--- config.mk ---
export PLATFORM = sky130hd
export DESIGN_NAME = t2e_reply_sel
export DESIGN_NICKNAME = d
export VERILOG_FILES = /design/src/rtl/t2e_pkg.sv /design/src/rtl/t2e_reply_sel.sv
export SDC_FILE = /design/constraint.sdc
export NUM_CORES = 1
export LEC_CHECK = 0
export BUFFER_PORTS_ARGS = -buffer_cell sky130_fd_sc_hd__buf_2
export CORE_MARGIN = 3
export CORE_UTILIZATION = 30
export DETAILED_ROUTE_END_ITERATION = 7
export PLACE_DENSITY_LB_ADDON = 0.25
export SETUP_SLACK_MARGIN = 0.05
export SYNTH_ARGS = -nofsm -noshare
export SYNTH_HDL_FRONTEND = slang
export SYNTH_SLANG_ARGS = --single-unit
export TNS_END_PERCENT = 100
--- constraint.sdc ---
create_clock -name clock -period 1.74 [get_ports clock]
set_input_delay 0.087 -clock clock [delete_from_list [all_inputs] [get_ports clock]]
set_output_delay 0.087 -clock clock [all_outputs]
set_load 0.01 [all_outputs]
--- src/rtl/t2e_pkg.sv ---
// Constants and types for the tag reply selector
package t2e_pkg;
    // Frame command classes from the frame decoder
    localparam logic [1:0] CMD_READ  = 2'h0;
    localparam logic [1:0] CMD_WRITE = 2'h1;
    localparam logic [1:0] CMD_SSEL  = 2'h2;
    localparam logic [1:0] CMD_OTHER = 2'h3;
    // Reply kinds
    localparam logic [1:0] RK_NONE = 2'h0;
    localparam logic [1:0] RK_NAK  = 2'h1;
    localparam logic [1:0] RK_ACK  = 2'h2;
    localparam logic [1:0] RK_DATA = 2'h3;
    // NAK codes
    localparam logic [3:0] NAK_0 = 4'h0;
    localparam logic [3:0] NAK_1 = 4'h1;
    localparam logic [3:0] NAK_4 = 4'h4;
    localparam logic [3:0] NAK_5 = 4'h5;
    // Mailbox blocks
    localparam logic [7:0] BUF_FIRST = 8'hfc;
    localparam logic [7:0] BUF_LAST  = 8'hff;
    // Register offsets
    localparam logic [7:0] OFS_CFG   = 8'h00;
    localparam logic [7:0] OFS_CMD   = 8'h04;
    localparam logic [7:0] OFS_BST1  = 8'h08;
    localparam logic [7:0] OFS_I0ST  = 8'h0c;
    localparam logic [7:0] OFS_I0CLR = 8'h10;
    localparam logic [7:0] OFS_I0EN  = 8'h14;
    localparam logic [7:0] OFS_I1ST  = 8'h18;
    localparam logic [7:0] OFS_I1CLR = 8'h1c;
    localparam logic [7:0] OFS_I1EN  = 8'h20;
    // Field positions
    localparam int CFG_NAK_BIT = 0;
    localparam int CFG_EXT_BIT = 1;
    localparam int CMD_TX_BIT  = 0;
    localparam int CMD_CLR_BIT = 1;
    localparam int I0_RXE_BIT  = 0;
    localparam int I0_TXE_BIT  = 1;
    localparam int I1_RXS_BIT  = 0;
    // Reset values
    localparam logic [1:0] CFG_RST = 2'h0;
    localparam logic [1:0] I0_RST  = 2'h0;
    localparam logic       I1_RST  = 1'h0;
    // Tag protocol state
    typedef enum logic {TS_SLEEP, TS_SELECTED} t2e_tag_state_t;
endpackage

--- src/rtl/t2e_reply_sel.sv ---
// Reply selector for tag READ, WRITE and SECTOR SELECT frames
//
// Contract
// [RULE1] Parity or CRC error: silent when option 0, NAK 1 when 1; then sleep.
// [RULE2] Malformed frames: silent and sleep regardless of the option.
// [RULE3] Read fully protected: NAK 4; partly protected: protected bytes read zero.
// [RULE4] Read range absent: NAK 0; partly absent: missing bytes read zero.
// [RULE5] Write locked or absent: NAK 0; protected: NAK 4; collision: NAK 5.
// [RULE6] Short or data-less write: silent sleep; good write: ACK, stay selected.
// [RULE7] Reader waits for an empty buffer before writing EEPROM; the testbench writes EEPROM while busy_q is set.
// [RULE8] EEPROM write during a buffer transfer succeeds, buffer is dropped.
// [RULE9] Status flags readable anytime without disturbing a transfer.
// [RULE10] Busy and ready flags shown in buffer status register 1.
// [RULE11] Rx start in interrupt register 1; rx and tx end in register 0.
// [RULE12] Buffer write while either ready flag set: NAK 0 and sleep; code ACKs a zero-data BUF_LAST write while iordy_q set, busy_q clear.
// [RULE13] Buffer write starting past the first mailbox block: NAK 0, sleep.
// [RULE14] Reply policy bit sampled at frame end.
`timescale 1ns/1ns
module t2e_reply_sel
    import t2e_pkg::*;
(
    input  wire logic         clock,
    input  wire logic         resetn,
    input  wire logic         wb_cyc_i,
    input  wire logic         wb_stb_i,
    input  wire logic         wb_we_i,
    input  wire logic [7:0]   wb_adr_i,
    input  wire logic [3:0]   wb_sel_i,
    input  wire logic [31:0]  wb_dat_i,
    output logic      [31:0]  wb_dat_o,
    output logic              wb_ack_o,
    output logic              irq,
    input  wire logic         frame_end,
    input  wire logic [1:0]   frame_cmd,
    input  wire logic [7:0]   frame_addr,
    input  wire logic         err_parity,
    input  wire logic         err_crc,
    input  wire logic         frame_malformed,
    input  wire logic         wr_data_zero,
    input  wire logic [15:0]  byte_exists,
    input  wire logic [15:0]  byte_protected,
    input  wire logic         write_locked,
    input  wire logic         eeprom_collision,
    input  wire logic         buffer_collision,
    input  wire logic [127:0] mem_data,
    input  wire logic         reselect,
    output logic              reply_valid,
    output logic      [1:0]   reply_kind,
    output logic      [3:0]   reply_nak,
    output logic      [127:0] reply_data,
    output logic              tag_selected,
    output logic              buf_store,
    output logic              buf_discard
);
    logic [1:0]     cfg_q;
    logic           busy_q;
    logic           rfrdy_q;
    logic           iordy_q;
    logic [1:0]     i0st_q;
    logic [1:0]     i0en_q;
    logic           i1st_q;
    logic           i1en_q;
    t2e_tag_state_t tag_q;
    logic [127:0]   masked;
    logic [127:0]   bufrep;
    logic [31:0]    rd_val;
    logic           wr_stb;
    logic           nak_on;
    logic           ext_on;
    logic           is_buf;
    logic           mcu_tx;
    logic           mcu_clr;
    // Decision outputs
    logic [1:0]     d_kind;
    logic [3:0]     d_nak;
    logic [127:0]   d_data;
    logic           d_sleep;
    logic           d_busy_set;
    logic           d_busy_clr;
    logic           d_rfrdy_set;
    logic           d_iordy_clr;
    logic           d_rxs;
    logic           d_rxe;
    logic           d_txe;
    logic           d_store;
    logic           d_discard;

    assign nak_on = cfg_q[CFG_NAK_BIT];
    assign ext_on = cfg_q[CFG_EXT_BIT];
    assign is_buf = ext_on && (frame_addr >= BUF_FIRST);
    assign wr_stb = wb_cyc_i && wb_stb_i && wb_we_i && !wb_ack_o && wb_sel_i[0];
    assign mcu_tx = wr_stb && (wb_adr_i == OFS_CMD) && wb_dat_i[CMD_TX_BIT];
    assign mcu_clr = wr_stb && (wb_adr_i == OFS_CMD) && wb_dat_i[CMD_CLR_BIT];

    // Per byte: absent or protected bytes read as zero
    for (genvar i = 0; i < 16; i++)
    begin : g_mask
        assign masked[8*i +: 8] = (byte_exists[i] && !byte_protected[i])
                                  ? mem_data[8*i +: 8] : 8'h00; // [RULE3] [RULE4]
    end

    // Mailbox reply: 12 data bytes, 3 zero, then flags (busy, ready)
    assign bufrep = iordy_q ? {6'h00, 1'b0, 1'b1, 24'h000000, mem_data[95:0]}
                            : {6'h00, 1'b1, 1'b0, 120'h0};

    // Reply choice for the frame that ends this cycle
    always_comb
    begin
        d_kind = RK_NONE;
        d_nak = NAK_0;
        d_data = masked;
        d_sleep = 1'b1;
        d_busy_set = 1'b0;
        d_busy_clr = 1'b0;
        d_rfrdy_set = 1'b0;
        d_iordy_clr = 1'b0;
        d_rxs = 1'b0;
        d_rxe = 1'b0;
        d_txe = 1'b0;
        d_store = 1'b0;
        d_discard = 1'b0;
        if (frame_malformed)
        begin
            d_kind = RK_NONE; // [RULE2] [RULE6]
        end
        else if (err_parity || err_crc)
        begin
            // Option read right at frame end [RULE14]
            d_kind = nak_on ? RK_NAK : RK_NONE; // [RULE1]
            d_nak = NAK_1;
        end
        else
        begin
            case (frame_cmd)
                CMD_READ:
                begin
                    if (is_buf)
                    begin
                        if (frame_addr != BUF_FIRST)
                            d_kind = RK_NAK;
                        else if (buffer_collision)
                        begin
                            d_kind = RK_NAK;
                            d_nak = NAK_5;
                        end
                        else
                        begin
                            d_kind = RK_DATA;
                            d_data = bufrep;
                            d_sleep = 1'b0;
                        end
                    end
                    else if (eeprom_collision)
                    begin
                        d_kind = RK_NAK;
                        d_nak = NAK_5; // [RULE5]
                    end
                    else if (byte_exists == 16'h0000)
                        d_kind = RK_NAK; // [RULE4]
                    else if ((byte_protected | ~byte_exists) == 16'hffff)
                    begin
                        d_kind = RK_NAK;
                        d_nak = NAK_4; // [RULE3]
                    end
                    else
                    begin
                        d_kind = RK_DATA;
                        d_sleep = 1'b0;
                    end
                end
                CMD_WRITE:
                begin
                    if (is_buf)
                    begin
                        if (buffer_collision)
                        begin
                            d_kind = RK_NAK;
                            d_nak = NAK_5;
                        end
                        else if (frame_addr == BUF_LAST && !busy_q && iordy_q)
                        begin
                            // Reader clears the buffer after reading it
                            d_kind = wr_data_zero ? RK_ACK : RK_NAK;
                            d_sleep = !wr_data_zero;
                            d_iordy_clr = wr_data_zero;
                            d_txe = wr_data_zero;
                        end
                        else if (iordy_q || rfrdy_q)
                            d_kind = RK_NAK; // [RULE12]
                        else if (frame_addr != BUF_FIRST && !busy_q)
                            d_kind = RK_NAK; // [RULE13]
                        else
                        begin
                            d_kind = RK_ACK;
                            d_sleep = 1'b0;
                            d_store = 1'b1;
                            d_busy_set = (frame_addr == BUF_FIRST);
                            d_rxs = (frame_addr == BUF_FIRST);
                            d_busy_clr = (frame_addr == BUF_LAST);
                            d_rfrdy_set = (frame_addr == BUF_LAST);
                            d_rxe = (frame_addr == BUF_LAST);
                        end
                    end
                    else if (eeprom_collision)
                    begin
                        d_kind = RK_NAK;
                        d_nak = NAK_5; // [RULE5]
                    end
                    else if (!byte_exists[0] || write_locked)
                        d_kind = RK_NAK; // [RULE5]
                    else if (byte_protected[0])
                    begin
                        d_kind = RK_NAK;
                        d_nak = NAK_4; // [RULE5]
                    end
                    else
                    begin
                        d_kind = RK_ACK; // [RULE6]
                        d_sleep = 1'b0;
                        // Interleaved transfer loses the buffer [RULE8]
                        d_discard = busy_q;
                        d_busy_clr = busy_q;
                    end
                end
                CMD_SSEL:
                    d_kind = RK_NAK;
                default:
                    d_kind = RK_NONE;
            endcase
        end
    end

    // Reply outputs, one pulse per frame
    always_ff @(posedge clock)
    begin
        if (!resetn)
        begin
            reply_valid <= 1'b0;
            reply_kind <= RK_NONE;
            reply_nak <= NAK_0;
            reply_data <= 128'h0;
            buf_store <= 1'b0;
            buf_discard <= 1'b0;
        end
        else
        begin
            reply_valid <= frame_end;
            reply_kind <= frame_end ? d_kind : RK_NONE;
            reply_nak <= frame_end ? d_nak : NAK_0;
            reply_data <= (frame_end && d_kind == RK_DATA) ? d_data : 128'h0;
            buf_store <= frame_end && d_store;
            buf_discard <= frame_end && d_discard;
        end
    end

    // Tag state: sleeps on error replies, anticollision reselects
    always_ff @(posedge clock)
    begin
        if (!resetn)
            tag_q <= TS_SLEEP;
        else if (frame_end)
            tag_q <= d_sleep ? TS_SLEEP : TS_SELECTED;
        else if (reselect)
            tag_q <= TS_SELECTED;
    end
    assign tag_selected = (tag_q == TS_SELECTED);

    // Exchange buffer flags; a set beats a same-cycle clear
    always_ff @(posedge clock)
    begin
        if (!resetn)
        begin
            busy_q <= 1'b0;
            rfrdy_q <= 1'b0;
            iordy_q <= 1'b0;
        end
        else
        begin
            busy_q <= (frame_end && d_busy_set)
                      || (busy_q && !(frame_end && d_busy_clr));
            rfrdy_q <= (frame_end && d_rfrdy_set) || (rfrdy_q && !mcu_clr);
            iordy_q <= mcu_tx || (iordy_q && !(frame_end && d_iordy_clr));
        end
    end

    // Sticky interrupts, set wins over write-one clear [RULE11]
    always_ff @(posedge clock)
    begin
        if (!resetn)
        begin
            i0st_q <= I0_RST;
            i1st_q <= I1_RST;
        end
        else
        begin
            i0st_q[I0_RXE_BIT] <= (frame_end && d_rxe) || (i0st_q[I0_RXE_BIT]
                && !(wr_stb && wb_adr_i == OFS_I0CLR && wb_dat_i[I0_RXE_BIT]));
            i0st_q[I0_TXE_BIT] <= (frame_end && d_txe) || (i0st_q[I0_TXE_BIT]
                && !(wr_stb && wb_adr_i == OFS_I0CLR && wb_dat_i[I0_TXE_BIT]));
            i1st_q <= (frame_end && d_rxs) || (i1st_q
                && !(wr_stb && wb_adr_i == OFS_I1CLR && wb_dat_i[I1_RXS_BIT]));
        end
    end

    // Software written configuration and enables
    always_ff @(posedge clock)
    begin
        if (!resetn)
        begin
            cfg_q <= CFG_RST;
            i0en_q <= I0_RST;
            i1en_q <= I1_RST;
        end
        else if (wr_stb)
        begin
            if (wb_adr_i == OFS_CFG)
                cfg_q <= wb_dat_i[1:0];
            if (wb_adr_i == OFS_I0EN)
                i0en_q <= wb_dat_i[1:0];
            if (wb_adr_i == OFS_I1EN)
                i1en_q <= wb_dat_i[0];
        end
    end

    // Level interrupt, one cycle behind the status bits
    always_ff @(posedge clock)
    begin
        if (!resetn)
            irq <= 1'b0;
        else
            irq <= |(i0st_q & i0en_q) || (i1st_q && i1en_q);
    end

    // Read mux; reads have no side effects [RULE9]
    always_comb
    begin
        rd_val = 32'h0;
        case (wb_adr_i)
            OFS_CFG:  rd_val = {30'h0, cfg_q};
            OFS_BST1: rd_val = {29'h0, iordy_q, rfrdy_q, busy_q}; // [RULE10]
            OFS_I0ST: rd_val = {30'h0, i0st_q};
            OFS_I0EN: rd_val = {30'h0, i0en_q};
            OFS_I1ST: rd_val = {31'h0, i1st_q};
            OFS_I1EN: rd_val = {31'h0, i1en_q};
            default:  rd_val = 32'h0;
        endcase
    end

    // Wishbone slave: one wait state, unmapped reads give zero
    always_ff @(posedge clock)
    begin
        if (!resetn)
        begin
            wb_ack_o <= 1'b0;
            wb_dat_o <= 32'h0;
        end
        else
        begin
            wb_ack_o <= wb_cyc_i && wb_stb_i && !wb_ack_o;
            wb_dat_o <= (wb_cyc_i && wb_stb_i && !wb_we_i) ? rd_val : 32'h0;
        end
    end
endmodule

==> results by group <==
Clock network
  – Worst-path clk slew: 0.07 ns
  – Clk sinks: 152
  – TritonCTS clock tree: built
  – Htree depth: 4
  – Worst-Skew Late Latency: about 0.42 ns
  – Clock buffer depth: 2
  – CTS Buf Count: 17
  – CTS Root Cell: clkbuf_16

Logic synthesis
  – Gate count of the mapped netlist: 674
  – Synth Flop Type: dfxtp_1
  – Seq cells post-synth: 152
  – Avg Cell Area, Syn: 10.0 µm²
  – Post-Syn Area: 6740 µm²
  – Post-synth cell types: 56
  – Ys Warns: 0
  – Sequential area share after synthesis: 45.1%
  – Count of flip-flops with a built-in enable after synthesis: 0
  – Share of flip-flops with an asynchronous set or reset: 0%

Timing
  – Max-Slew Margin vs Limit: 58.2%
  – Final setup fails: 63
  – RSZ-0062 raised after global routing: yes
  – Setup_tns: -2.13 ns
  – Worst-Margin Slew: approximately 0.62 ns
  – Fin. Hold Viols: 0
  – Setup WS post-layout: -0.0826 ns
  – Achievable Freq: 549 MHz
  – Pins Over Slew Limit: 0
  – Crit path time final: about 1.8 ns
  – Period utilisation layout: 105%
  – Worst Clk Skew: a little under 0.01 ns

Power and ir drop
  – Peak VDD IR: ~550 µV
  – Sequential power share: 42.7%
  – Clock share of power: 44.8%
  – Psw: about 2100 µW
  – Switching Share: 26.0%
  – Power per Cell Area: 702 nW/µm²
  – Power Total: 8160 µW
  – Int Pwr: 6040 µW
  – Comb power frac: 12.5%
  – Leakage: 0.00495 µW

Drt
  – Drt drc: 0
  – DRT iter0 DRCs: around 390
  – Detailed-route wire length per cell: 18.0 µm
  – Vias per cell: 4.85
  – Via count: slightly above 7000
  – Post-route ant nets: 0
  – Drt first pass iters: 6
  – Routed wire length: 27.0 mm

Finish
  – Design Area, Final: 11600 µm²
  – NumNets Final: 1430
  – Synth-to-Final Area Change: 72.4%
  – Share of cells above drive strength 1: roughly 52%
  – Most frequent cells in the layout: buf_2 (335), dfxtp_1 (151), dlygate4sd3_1 (134)
  – Finished Layout Cells: 1496
  – Most common cell after layout, fill and taps aside: buf_2

Floorplan
  – Top-Level Pins: 400
  – Die area: approximately 24000 µm²
  – Chip width: 156 µm
  – Core area: between 20000 and 25000 µm²
  – Die Span Y: 156 µm
  – Rows: 54
  – Initial Util: 30.7%

Placed design
  – GPL Wtd Cong: just under 0.9
  – Post-DP HPWL: 19.0 mm
  – Cell total after placement: 1316
  – IO buf count: 335
  – Post-DP Area: ~9300 µm²

Global route
  – Vias in the first global route: 7469
  – Global-route wire length before repair: 40.2 mm
  – Initial antenna violation count: 2
  – Pin count of the biggest net entering global routing: 50
  – GRT Residual Overflow: 0
  – Gr usage total: 21.0%

Hold path
  – Worst Hold Class: input pin to register
  – Hold Crit Start: mem_data[121]

Setup path
  – WP data required: a little over 2 ns
  – Critical Path Start: cfg_q[1]
  – Critical path class: register to register
  – Worst Path Max Fanout: 10
  – Crit end category: register
  – Worst setup SP type: register
  – Worst EP arrival: ~2.2 ns
  – Crit Reg-Reg Startpoint: cfg_q[1]

Flow run
  – # Max-Cap Violations: 0

Run status
  – Failing checks: setup timing
  – Outcome: finished with violations
## power groups by stage
stage | Combinational (µW) | Sequential [µW] | Clock (µW)
floorplan | 360 | 3570 | 0
detailed placement | 749 | 3570 | 0
finish | 1020 | 3490 | 3650
CTS | 1010 | 3490 | 3730
global route | 1100 | 3480 | 3870
global placement | 750 | 3570 | 0
## synthesized netlist by cell type, types with 2 or more instances
| master | instances | area, µm² |
|---|---|---|
| mux2_2 | 5 | 56.3 |
| and2_1 | 2 | 12.5 |
| a21oi_2 | 96 | 841 |
| a31oi_1 | 4 | 25.0 |
| dfxtp_1 | 152 | 3040 |
| o211ai_1 | 98 | 736 |
| clkbuf_1 | 40 | 150 |
| buf_2 | 13 | 65.1 |
| a21boi_0 | 4 | 30.0 |
| nand2_1 | 14 | 52.6 |
| a211oi_2 | 2 | 25.0 |
| nor3_1 | 5 | 25.0 |
| nor2_1 | 16 | 60.1 |
| buf_12 | 3 | 60.1 |
| nor2b_1 | 15 | 93.8 |
| nand2b_1 | 10 | 62.6 |
| a22oi_1 | 2 | 15.0 |
| mux2i_1 | 14 | 140 |
| buf_8 | 8 | 120 |
| nor4b_1 | 2 | 17.5 |
| or4_1 | 2 | 15.0 |
| nor4_1 | 11 | 68.8 |
| nand4_1 | 11 | 68.8 |
| a21oi_1 | 2 | 10.0 |
| a211oi_1 | 30 | 225 |
| o21ai_0 | 8 | 40.0 |
| buf_4 | 32 | 240 |
| nand3_1 | 41 | 205 |
| inv_1 | 5 | 18.8 |
## worst max-delay path, cell delays in order, from the launching register on
cell	delay [ns]
dfxtp_2	0.35
and4b_2	0.27
buf_4	0.12
nand3_2	0.07
o22ai_2	0.22
o21ai_4	0.10
buf_12	0.16
buf_4	0.18
a211oi_2	0.25
## state kept, by name, summed over array words and instances (netlist names), 2 cells and up
register,flops
cfg_q,2
wb_dat_o,3
i0st_q,2
reply_nak,2
reply_kind,2
i0en_q,2
reply_data,128
## layout make-up
| cell class | instances | area, µm² |
|---|---|---|
| multi-input combinational | 448 | 3410 |
| antenna | 1 | 2.50 |
| inverter | 6 | 22.5 |
| clock inverter | 14 | 144 |
| tap | 280 | 350 |
| clock buffer | 18 | 429 |
| timing repair buffer | 577 | 4220 |
| sequential | 152 | 3040 |
| fill | 1931 | 10300 |
## metal layers
| layer | track usage, % | up-vias | part of all wire, % | wire length [µm] |
|---|---|---|---|---|
| li1 | - | 3509 | - | - |
| met1 | 24.7 | 3382 | 41 | 11000 |
| met2 | 37.7 | 317 | 51 | 13700 |
| met3 | 4.22 | 42 | 6.1 | 1650 |
| met4 | 7.44 | 2 | 2.2 | 604 |
| met5 | 0 | - | 0.048 | 13 |
## what timing repair did
| action | 4_1_cts | 5_1_grt |
|---|---|---|
| gates cloned | 0 | 4 |
| resized for setup | 37 | 16 |
| hold buffers | 134 | 0 |
| pin swaps | 7 | 5 |
| setup endpoints to repair | 129 | 133 |
| setup buffers | 11 | 2 |
| hold endpoints to repair | 134 | 0 |
## metrics by stage
stage / hold WS, ns / setup WS (ns) / util, %
floorplan: 0.201 / -0.0125 / -
global route: 0.0203 / -0.157 / 52.9
global placement: 0.334 / -0.187 / 42.3
detailed placement: 0.335 / -0.166 / 42.3
finish: 0.0180 / -0.0826 / 52.9
CTS: 0.00326 / -0.0336 / 52.1
## cell families (layout without fill, tap and decap cells)
family | Yosys count | count (layout) | synth area share [%]
flip-flops | 152 | 152 | 45.1
other | 1 | 32 | 0.0556
buffers and inverters | 104 | 615 | 9.98
AO/OA/AOI/OAI | 255 | 255 | 30.0
multiplexers | 19 | 19 | 2.91
AND/OR/NAND/NOR | 143 | 143 | 12.0
## final timing paths
check / depth (start not counted) / slack, ns / end
setup / recovery: 8 / -0.08 / reply_data[115]
hold / removal: 3 / 0.02 / reply_data[121]
setup reg to reg: 8 / -0.08 / reply_data[115]
hold reg to reg: 2 / 0.51 / wb_dat_o[2]
No activity file was read; power rests on OpenSTA's default activity.
